$ cat src/hw/atf_pkg.sv
// constants and state type of the serial transmit framer
// assumes a 100 MHz clk and 32-bit APB register access
package atf_pkg;

  // ----------------------------------------------------------------
  // register offsets (byte addresses)
  // ----------------------------------------------------------------
  localparam logic [7:0] ATF_OFS_STATUS = 8'h00;
  localparam logic [7:0] ATF_OFS_DATA   = 8'h04;
  localparam logic [7:0] ATF_OFS_CTL1   = 8'h08;
  localparam logic [7:0] ATF_OFS_CTL2   = 8'h0C;
  localparam logic [7:0] ATF_OFS_RATE   = 8'h10;

  // ----------------------------------------------------------------
  // field positions
  // ----------------------------------------------------------------
  localparam int ATF_ST_TX_BUFFER_EMPTY_FLAG   = 0;
  localparam int ATF_ST_TC     = 1;
  localparam int ATF_C1_WORD9  = 0;
  localparam int ATF_C1_NINTH  = 1;
  localparam int ATF_C1_PAREN  = 2;
  localparam int ATF_C1_PARODD = 3;
  localparam int ATF_C2_TE     = 0;
  localparam int ATF_C2_RE     = 1;
  localparam int ATF_C2_SBK    = 2;
  localparam int ATF_C2_TIE    = 3;
  localparam int ATF_C2_TX_COMPLETE_IRQ_EN   = 4;

  // ----------------------------------------------------------------
  // timing and framing
  // ----------------------------------------------------------------
  localparam int ATF_CLK_NS      = 10;
  localparam int ATF_BIT_TIME_NS = 2000;
  localparam int ATF_BIT_CYC     = ATF_BIT_TIME_NS / ATF_CLK_NS;
  localparam logic [15:0] ATF_RATE_RST = 16'(ATF_BIT_CYC - 1);
  localparam logic [3:0]  ATF_IDLE8    = 4'hA;
  localparam logic [3:0]  ATF_IDLE9    = 4'hB;

  typedef enum logic [4:0] {
    ATF_IDLE   = 5'h01,
    ATF_PRE    = 5'h02,
    ATF_DATA   = 5'h04,
    ATF_BRK    = 5'h08,
    ATF_BRKEND = 5'h10
  } atf_state_t;

endpackage

$ cat src/hw/atf_tx_framer.sv
// transmit framer of an asynchronous NRZ serial unit with APB registers
// assumes an APB master on clk; serial_out drives a pin muxed with a port
//
// Notes on behaviour
// - idle enabled line stays high; disabled transmitter releases the pin
// - character is start, 8 or 9 data bits LSB first, stop
// - start bit driven low, stop bit driven high
// - idle character is 10 high bits, or 11 with 9-bit words
// - break is a run of low bits then one high bit
// - word-length bit clear gives 8 data bits, set gives 9
// - in 9-bit mode ninth-bit control is sent as MSB
// - writes pass one holding buffer into shift register, LSB first
// - enabling transmitter first sends 10 or 11 ones
// - buffer-empty clears only by status read then data write
// - buffer-empty sets when holding buffer moves into shift register
// - empty interrupt when flag, enable set and cpu mask clear
// - write during transmission waits in holding buffer until character ends
// - write while idle loads shift register, starts, sets empty flag
// - complete flag set after stop bit; interrupt if enabled, unmasked
// - transmit and receive rates programmed separately, 500K baud out of reset
// - parity bit appended when parity control is on
// - transmitter and receiver have separate enable bits
// - complete flag cleared by same status-read then data-write sequence
// - break repeats while send-break set; one high bit after last
// - re-enable mid-word sends fresh preamble after word; holding data lost
`timescale 1ns/1ns

module atf_tx_framer import atf_pkg::*; (
  // clock and reset
  input  wire logic        clk,
  input  wire logic        rst_n,
  // apb slave
  input  wire logic        psel,
  input  wire logic        penable,
  input  wire logic        pwrite,
  input  wire logic [7:0]  paddr,
  input  wire logic [31:0] pwdata,
  output logic      [31:0] prdata,
  output logic             pready,
  output logic             pslverr,
  // cpu interrupt mask bits
  input  wire logic [1:0]  cpu_irq_mask,
  // serial pin
  output logic             serial_out,
  output logic             serial_out_en,
  // receiver side controls
  output logic             rx_enable,
  output logic      [15:0] rx_bit_period,
  // interrupt requests
  output logic             tx_empty_irq,
  output logic             tx_complete_irq
);

  // ----------------------------------------------------------------
  // state
  // ----------------------------------------------------------------
  typedef struct packed {
    atf_state_t  st;
    logic        line;
    logic [11:0] sr;
    logic [3:0]  cnt;
    logic [15:0] tcnt;
    logic        te_q;
    logic        pre_pend;
    logic        sh_full;
    logic [7:0]  sh_data;
    logic        hold_full;
    logic [7:0]  hold;
    logic        tx_buffer_empty_flag;
    logic        tc;
    logic        armed;
    logic [3:0]  ctl1;
    logic [4:0]  ctl2;
    logic [31:0] rate;
    logic [31:0] prdata;
  } atf_regs_t;

  atf_regs_t   r_ff;
  atf_regs_t   nxt_r;
  logic        tick;
  logic        acc;
  logic        setup;
  logic        mapped;
  logic        wr_data;
  logic        busy;
  logic [31:0] rd_mux;

  assign acc     = psel & penable;
  assign setup   = psel & ~penable;
  assign mapped  = (paddr == ATF_OFS_STATUS) || (paddr == ATF_OFS_DATA) ||
                   (paddr == ATF_OFS_CTL1) || (paddr == ATF_OFS_CTL2) ||
                   (paddr == ATF_OFS_RATE);
  assign wr_data = acc & pwrite & (paddr == ATF_OFS_DATA);
  assign tick    = (r_ff.tcnt == 16'h0000);
  // anything queued or on the line means a write must wait its turn
  assign busy    = (r_ff.st != ATF_IDLE) | r_ff.sh_full | r_ff.hold_full |
                   r_ff.pre_pend | r_ff.ctl2[ATF_C2_SBK];

  always_comb begin
    rd_mux = 32'h0000_0000;
    unique case (paddr)
      ATF_OFS_STATUS: begin
        rd_mux[ATF_ST_TX_BUFFER_EMPTY_FLAG] = r_ff.tx_buffer_empty_flag;
        rd_mux[ATF_ST_TC]   = r_ff.tc;
      end
      ATF_OFS_CTL1: rd_mux[3:0] = r_ff.ctl1;
      ATF_OFS_CTL2: rd_mux[4:0] = r_ff.ctl2;
      ATF_OFS_RATE: rd_mux      = r_ff.rate;
      default:      rd_mux      = 32'h0000_0000;
    endcase
  end

  // ----------------------------------------------------------------
  // next state
  // ----------------------------------------------------------------
  always_comb begin
    logic [11:0] body;
    logic [8:0]  word;
    logic        par;
    logic [3:0]  plen;
    body = 12'hFFF;
    word = 9'h000;
    par  = 1'b0;
    plen = 4'h0;
    nxt_r = r_ff;

    // bit-period tick; transmit period independent of receive period
    nxt_r.tcnt = tick ? r_ff.rate[15:0] : r_ff.tcnt - 16'h0001;
    nxt_r.te_q = r_ff.ctl2[ATF_C2_TE];

    // bus access
    if (setup) begin
      nxt_r.prdata = rd_mux;
    end
    if (acc & ~pwrite & (paddr == ATF_OFS_STATUS)) begin
      nxt_r.armed = 1'b1;
    end
    if (acc & pwrite & (paddr == ATF_OFS_CTL1)) begin
      nxt_r.ctl1 = pwdata[3:0];
    end
    if (acc & pwrite & (paddr == ATF_OFS_CTL2)) begin
      nxt_r.ctl2 = pwdata[4:0];
    end
    if (acc & pwrite & (paddr == ATF_OFS_RATE)) begin
      nxt_r.rate = pwdata;
    end
    if (wr_data) begin
      if (r_ff.armed) begin
        nxt_r.tx_buffer_empty_flag  = 1'b0;
        nxt_r.tc    = 1'b0;
        nxt_r.armed = 1'b0;
      end
      if (!busy) begin
        nxt_r.sh_full = 1'b1;
        nxt_r.sh_data = pwdata[7:0];
        nxt_r.tx_buffer_empty_flag    = 1'b1;
      end else begin
        nxt_r.hold      = pwdata[7:0];
        nxt_r.hold_full = 1'b1;
      end
    end

    // enable edge: queue preamble, drop any held byte
    if (r_ff.ctl2[ATF_C2_TE] & ~r_ff.te_q) begin
      nxt_r.pre_pend  = 1'b1;
      nxt_r.hold_full = 1'b0;
      nxt_r.tx_buffer_empty_flag      = 1'b1;
    end

    plen = r_ff.ctl1[ATF_C1_WORD9] ? ATF_IDLE9 : ATF_IDLE8;

    // line sequencer
    if (tick) begin
      if ((r_ff.st != ATF_IDLE) && (r_ff.cnt != 4'h0)) begin
        nxt_r.line = r_ff.sr[0];
        nxt_r.sr   = {r_ff.sr[11], r_ff.sr[11:1]};
        nxt_r.cnt  = r_ff.cnt - 4'h1;
      end else begin
        if (r_ff.st == ATF_DATA) begin
          nxt_r.tc = 1'b1;
        end
        if ((r_ff.st == ATF_BRK) && !r_ff.ctl2[ATF_C2_SBK]) begin
          nxt_r.st   = ATF_BRKEND;
          nxt_r.line = 1'b1;
          nxt_r.cnt  = 4'h0;
        end else if (!r_ff.ctl2[ATF_C2_TE]) begin
          nxt_r.st   = ATF_IDLE;
          nxt_r.line = 1'b1;
        end else if (r_ff.pre_pend) begin
          nxt_r.st       = ATF_PRE;
          nxt_r.line     = 1'b1;
          nxt_r.sr       = 12'hFFF;
          nxt_r.cnt      = plen - 4'h1;
          nxt_r.pre_pend = 1'b0;
        end else if (r_ff.ctl2[ATF_C2_SBK]) begin
          nxt_r.st   = ATF_BRK;
          nxt_r.line = 1'b0;
          nxt_r.sr   = 12'h000;
          nxt_r.cnt  = plen - 4'h1;
        end else if (r_ff.sh_full || r_ff.hold_full) begin
          // shift stage first; a held byte waits for the end of the character
          word = {r_ff.ctl1[ATF_C1_NINTH] & r_ff.ctl1[ATF_C1_WORD9],
                  r_ff.sh_full ? r_ff.sh_data : r_ff.hold};
          par  = (^word) ^ r_ff.ctl1[ATF_C1_PARODD];
          body[7:0] = word[7:0];
          if (r_ff.ctl1[ATF_C1_WORD9]) begin
            body[8] = word[8];
          end
          if (r_ff.ctl1[ATF_C1_PAREN]) begin
            body[r_ff.ctl1[ATF_C1_WORD9] ? 9 : 8] = par;
          end
          // start goes out now; stop is the first of the trailing ones
          nxt_r.st      = ATF_DATA;
          nxt_r.line    = 1'b0;
          nxt_r.sr      = body;
          nxt_r.cnt     = 4'h9 + {3'h0, r_ff.ctl1[ATF_C1_WORD9]} +
                          {3'h0, r_ff.ctl1[ATF_C1_PAREN]};
          nxt_r.sh_full = 1'b0;
          if (!r_ff.sh_full) begin
            // a byte written in this very cycle takes the freed slot
            nxt_r.hold_full = nxt_r.hold_full & wr_data;
            nxt_r.tx_buffer_empty_flag      = nxt_r.tx_buffer_empty_flag | ~wr_data;
          end
        end else begin
          nxt_r.st   = ATF_IDLE;
          nxt_r.line = 1'b1;
        end
      end
    end
  end

  always_ff @(posedge clk or negedge rst_n) begin
    if (!rst_n) begin
      r_ff <= '{st: ATF_IDLE, line: 1'b1, sr: 12'hFFF, cnt: 4'h0,
                tcnt: 16'h0000, te_q: 1'b0, pre_pend: 1'b0,
                sh_full: 1'b0, sh_data: 8'h00, hold_full: 1'b0,
                hold: 8'h00, tx_buffer_empty_flag: 1'b1, tc: 1'b1, armed: 1'b0,
                ctl1: 4'h0, ctl2: 5'h00,
                rate: {ATF_RATE_RST, ATF_RATE_RST}, prdata: 32'h0000_0000};
    end else begin
      r_ff <= nxt_r;
    end
  end

  // ----------------------------------------------------------------
  // outputs
  // ----------------------------------------------------------------
  assign prdata          = r_ff.prdata;
  assign pready          = 1'b1;
  assign pslverr         = acc & ~mapped;
  assign serial_out      = r_ff.line;
  assign serial_out_en   = r_ff.ctl2[ATF_C2_TE];
  assign rx_enable       = r_ff.ctl2[ATF_C2_RE];
  assign rx_bit_period   = r_ff.rate[31:16];
  assign tx_empty_irq    = r_ff.tx_buffer_empty_flag & r_ff.ctl2[ATF_C2_TIE] &
                           (cpu_irq_mask == 2'h0);
  assign tx_complete_irq = r_ff.tc & r_ff.ctl2[ATF_C2_TX_COMPLETE_IRQ_EN] &
                           (cpu_irq_mask == 2'h0);

  // ----------------------------------------------------------------
  // check helpers
  // ----------------------------------------------------------------
  // bit counters kept apart from the shift counter, so a wrong load
  // of cnt cannot hide behind itself
  logic [3:0] pre_ticks_ff;
  logic [3:0] nxt_pre_ticks;
  logic [3:0] frame_ticks_ff;
  logic [3:0] nxt_frame_ticks;
  logic [3:0] pre_last;
  logic [3:0] frame_last;

  assign pre_last   = (r_ff.ctl1[ATF_C1_WORD9] ? ATF_IDLE9 : ATF_IDLE8) - 4'h1;
  assign frame_last = 4'h9 + {3'h0, r_ff.ctl1[ATF_C1_WORD9]} +
                      {3'h0, r_ff.ctl1[ATF_C1_PAREN]};

  always_comb begin
    nxt_pre_ticks   = pre_ticks_ff;
    nxt_frame_ticks = frame_ticks_ff;
    if (r_ff.st != ATF_PRE) begin
      nxt_pre_ticks = 4'h0;
    end else if (tick) begin
      nxt_pre_ticks = pre_ticks_ff + 4'h1;
    end
    if (r_ff.st != ATF_DATA) begin
      nxt_frame_ticks = 4'h0;
    end else if (tick) begin
      nxt_frame_ticks = (r_ff.cnt == 4'h0) ? 4'h0 : frame_ticks_ff + 4'h1;
    end
  end

  always_ff @(posedge clk or negedge rst_n) begin
    if (!rst_n) begin
      pre_ticks_ff   <= 4'h0;
      frame_ticks_ff <= 4'h0;
    end else begin
      pre_ticks_ff   <= nxt_pre_ticks;
      frame_ticks_ff <= nxt_frame_ticks;
    end
  end
endmodule // atf_tx_framer

$ cat config.mk
export PLATFORM = sky130hd
export DESIGN_NAME = atf_tx_framer
export DESIGN_NICKNAME = d
export VERILOG_FILES = /design/src/hw/atf_pkg.sv /design/src/hw/atf_tx_framer.sv
export SDC_FILE = /design/constraint.sdc
export NUM_CORES = 1
export LEC_CHECK = 0
export BUFFER_PORTS_ARGS = -buffer_cell sky130_fd_sc_hd__clkbuf_2
export CAP_MARGIN = 5
export CORE_MARGIN = 8
export CORE_UTILIZATION = 53
export CTS_BUF_LIST = sky130_fd_sc_hd__clkbuf_4
export DETAILED_ROUTE_END_ITERATION = 7
export HOLD_SLACK_MARGIN = 0.03
export PLACE_DENSITY_LB_ADDON = 0.08
export SLEW_MARGIN = 5
export SYNTH_ARGS = -nofsm -noshare
export SYNTH_HDL_FRONTEND = slang
export SYNTH_SLANG_ARGS = --single-unit
$ cat constraint.sdc
create_clock -name clk -period 1.94 [get_ports clk]
set_input_delay 0.097 -clock clk [delete_from_list [all_inputs] [get_ports clk]]
set_output_delay 0.097 -clock clk [all_outputs]
set_load 0.05 [all_outputs]
# Word-level counts from Yosys, hierarchy flattened
# Index checks and enable logic that the tools add are counted.
# totals
mem_count,0
output_inout_bits,55
word_cells,154
mem_bits_rw,0
mem_bits_ro,0
register_bits,134
in_bits,47
latchBits,0
# op_classes
addsub,5
eq_ne,8
order_cmp,2
shifts,0
bitwise,31
n_mux,64
n_reduce_logical,25
n_div,0
mul,0
# ops
operator,count
$mux 16,3
$mux 22,2
$mux 1,35
$mux 27,1
$mux 12,2
$mux 21,1
$mux 9,2
$and 1x1->1,17
$mux 17,1
$eq 8x4->1 const B,2
$logic_not 16->1,1
$sub 16x1->16 const B,1
$bwmux 12,1
$mux 2,6
$mux 6,2
$reduce_xor 9->1,1
$eq 8x3->1 const B,1
$eq 8x5->1 const B,1
$logic_not 8->1,1
$mux 4,2
$mux 8,1
$not 1->1,8
$pmux 2 s4,1
$reduce_bool 4->1,2
other kinds (26),40

# Longest topological paths before layout
# depth
ltp_word,17
depth_mapped,10
depth_no_buf,8

# Worst setup path after synthesis
# OpenSTA, ideal clock, no wires.
# synth_path
path_kind,reg2reg
startpoint,register r_ff[96] (netlist bit)
endpoint,register r_ff[126] (netlist bit)
path_buffers,2
required_ps,1864
setup_slack_ps,-142
stages_incl_launch_ff,11
arrival_time_ps,2006
synth_period_minus_slack_ps,2082
setup_ps,76
path_cell_list,dfrtp_1 > inv_1 > ha_1 > nor2b_1 > nand4_2 > or4_1 > buf_6 > nor2_8 > buf_6 > nor2_2 > a31oi_2
# synth_between
elab_chain_cells,2
# synth_lines
element,line_no,rtl
"start, declared",atf_tx_framer.sv:78,atf_regs_t r_ff;
"start signal, assigned",atf_tx_framer.sv:234,"r_ff <= '{st: ATF_IDLE, line: 1'b1, sr: 12'hFFF, cnt: 4'h0,"
"start signal, assigned",atf_tx_framer.sv:241,r_ff <= nxt_r;
$logic_not 16->1,atf_tx_framer.sv:94,assign tick = (r_ff.tcnt == 16'h0000);
$reduce_and 4->1 (no source line),-,
# Every way passes these cells.
# A chain may end at the register's enable or synchronous reset.

==> results.txt <==
* Status: finished with violations
* Failing checks: negative setup slack
- CP Capture Type: flop
* Synth Register Bits: between 100 and 150
* Starting Density: 0.534
* Die Y-Extent: 128 um
* Data arrival time of the critical path: 2.62 ns
- Worst path slowest cell: sky130_fd_sc_hd__or4_4
* Area used by multi-input combinational logic: 2910 sq um
* Sequential cell area in the final layout: 3390 sq um
* Area enclosed by the die boundary: roughly 16000 sq um
- Worst Tran Pin Value: 0.606 ns
- At the worst endpoint, the required time is 2.42 ns.
- Routability cong.: roughly 0.85
- Post-Syn Nets: 688
- Max-slew violations: 0
- The signal on the critical path passes through or4_4, or3_4, nand3b_1, or4b_4, nand3_2.
- Count of TritonRoute iterations in the first routing pass: 4
- The worst path in the final design needs a cycle of 2.14 ns, including I/O delays and setup.
- Depth of the CTS H-tree: 4
* Post-Syn Area: 6630 sq um
- Yosys warnings: 0
* Post-detailed-route DRC marker count: 0
- Top cell type by total area after synthesis: sky130_fd_sc_hd__dfrtp_1
- Share of final-layout standard cells stronger than drive strength 1: 0.421
- For this block, the routed nets add up to 16.3 mm of wire.
- In the global route stage, overall resource usage came out at 0.206.
- Pin placement for this block handled a little over 100 I/O pins.
* First DRT Iteration DRCs: 270
- In the global route stage, met2 resource usage came out at 0.331.
- VDD IR max: 0.486 mV
- By startpoint and endpoint, the worst setup path is classified as flop to flop.
- Crit path largest cell delay: 0.54 ns
- CTS root buffer: sky130_fd_sc_hd__clkbuf_4
* Layer carrying the most global-route usage: met2
* Vias: 5149
- Reported max-cap violation count: 0
- Nature of the critical path startpoint: flop
* Number of different library cells in the post-synthesis netlist: 65
- Placed cell area: roughly 7400 sq um
- For this run, global-route usage on met3 was measured as 0.0524.
* Routed wire length per instance: 16.7 um
* Core outline area: 12400 sq um
* Clock slew at reported path FFs: about 0.11 ns
- Peak fanout along the critical path: 3
* Static Leakage: 4.08 nW
- The net count of the finished layout is 840.
- Final number of hold-violating endpoints: 0
- 0 antenna diodes ended up in the layout.
- Yosys attributes the largest share of cell area to sky130_fd_sc_hd__dfrtp_1 (41%), sky130_fd_sc_hd__dfstp_2 (10%), sky130_fd_sc_hd__mux2_2 (9.5%).
* Clock Latency Late Sink: about 0.54 ns
- The count of nets left with antenna violations once routing finished came out at 0.
- Async set-reset flop share out of synthesis: 1.00
- After filler insertion, the fill cell instance count of the layout stands at 977.
* Mapped Cells: 637
- The min-delay analysis places its worst path in the category input port to asynchronous set/reset pin.
- DP Wirelength: 11.3 mm
* Maximum number of pins on one net before global-route repair: between 60 and 70
- # clock sinks: 134
- Once routing completed, OpenROAD measured the worst setup slack at -0.202 ns.
- In this run the horizontal extent of the chip is 128 um.
* Pwr/cell area: 773 nW/um^2
- Of the available clock period, the critical path in the final layout requires 1.10.
- EDFF count, synth: 0
* Number of global-route vias before repair: 5278
- Worst slew slack as a fraction of its limit: 0.586
* Final Cell Area: 8470 sq um
- Fraction of synthesized cell area taken by the top area cell type: 0.408
* Total overflow reported by the global router: 0
- Peak clock frequency supported by timing: 467 MHz
- Layout overhead on the synthesized area: 27.8%
- Setup violations remaining at the end of the flow were counted as 33.
* Grt met1 use: 0.263
- Maximum clock insertion buffer count: 2
- The design draws 6.55 mW.
* Worst hold slack: 0.0639 ns
* Clock tree from TritonCTS: done
* Clock tree skew after final layout: approximately 0.011 ns
* Site row count: slightly above 40
* Wire length of the first global-routing pass: 26.8 mm
- Avg Cell Area, Syn: about 10 sq um
- Dividing the detail-routed via count by the number of cells gives 5.29.
* Number of antenna violations at the first check in global routing: 0
- Sequential-to-total area share from yosys stat: 0.511
- Among all flip-flop cells after synthesis, the most frequent one is sky130_fd_sc_hd__dfrtp_1.
* Unrepaired setup endpoints after global routing: yes
- In this run, CTS created clock tree buffers numbering 17.
* Port buffer count: 100
## cell usage after synthesis, types with 12 or more instances
cell and instances:
sky130_fd_sc_hd__dfrtp_1 108, sky130_fd_sc_hd__nand2_1 87, sky130_fd_sc_hd__mux2_2 56, sky130_fd_sc_hd__o21ai_0 51, sky130_fd_sc_hd__nor2_1 50, sky130_fd_sc_hd__buf_4 49
sky130_fd_sc_hd__dfstp_2 26, sky130_fd_sc_hd__clkbuf_1 23, sky130_fd_sc_hd__a21oi_1 16, sky130_fd_sc_hd__inv_1 13, sky130_fd_sc_hd__nor3_1 12
## sequential cells by signal, summed over array words and instances, names as in the netlist
register / flops
prdata: 32
r_ff: 83
rx_bit_period: 16
rx_enable: 1
serial_out: 1
serial_out_en: 1
## cell type report
class / instances / area share
inverters: 14 / 0.00635
multi-input cells: 410 / 0.343
repair buffers: 212 / 0.189
clock inverters: 12 / 0.0188
flip-flops and latches: 134 / 0.400
well taps: 172 / 0.0254
clock buffers: 20 / 0.0177
## cells in the final DEF, fill, tap and decap left out, types with 16 or more instances in the layout
| cell | n |
|---|---|
| sky130_fd_sc_hd__clkbuf_2 | 98 |
| sky130_fd_sc_hd__mux2_2 | 47 |
| sky130_fd_sc_hd__o21ai_0 | 45 |
| sky130_fd_sc_hd__nor2_1 | 34 |
| sky130_fd_sc_hd__buf_4 | 59 |
| sky130_fd_sc_hd__dfstp_2 | 26 |
| sky130_fd_sc_hd__a21oi_1 | 16 |
| sky130_fd_sc_hd__clkbuf_4 | 20 |
| sky130_fd_sc_hd__dfrtp_1 | 108 |
| sky130_fd_sc_hd__nand2_1 | 84 |
| sky130_fd_sc_hd__dlygate4sd3_1 | 38 |
## worst max-delay path: cells and delay by family, from the launching register on
| kind | cells | cell delay (ns) |
|---|---|---|
| simple gates | 5 | 1.67 |
| flops | 1 | 0.41 |
## cell families after synthesis
family,Yosys count,synth area share
compound gates,119,0.114
xor+xnor,20,0.0285
fa+ha+maj,4,0.00755
buf+inv,93,0.0840
flops,134,0.511
mux,67,0.112
other cells,1,0.000566
simple gates,199,0.143
## routing by layer
metal,up-vias,part of all wire,routed length (um)
met4,0,0.017,274
met1,2522,0.46,7400
met3,19,0.051,829
met2,141,0.48,7750
li1,2467,-,-
met5,-,0,0
## timing repair
action	CTS	global route
hold buffers	38	0
setup endpoints to repair	55	48
gates resized for setup	43	20
endpoints found under the hold margin	174	0
pin swaps	3	7
buffers inserted	10	1
cloned	2	1
## worst paths after layout
kind,from,to,slack [ns],cells past startpoint
max,r_ff[97],r_ff[111],-0.20,5
min,rst_n,rx_bit_period[9],0.06,2
max reg2reg,r_ff[97],r_ff[111],-0.20,5
min reg2reg,prdata[15],prdata[15],0.49,2
max in group asynchronous,rst_n,r_ff[118],1.18,3
min in group clk,penable,prdata[1],0.09,4
## where the power goes
group	switching, mW	internal [mW]	total (mW)
Combinational	0.674	0.629	1.30
Clock	0.973	1.04	2.01
Sequential	0.216	3.01	3.23
## per-stage QoR
stage	util	setup TNS, ns	setup WS (ns)	std cells
2_1_floorplan	-	-0.958	-0.126	637
4_1_cts	0.677	-2.14	-0.208	974
3_5_place_dp	0.599	-4.14	-0.205	892
3_3_place_gp	0.599	-1.88	-0.109	892
6_report	0.682	-2.35	-0.202	974
5_1_grt	0.682	-5.90	-0.293	974
Note: power is estimated with default switching activity, not from simulation.
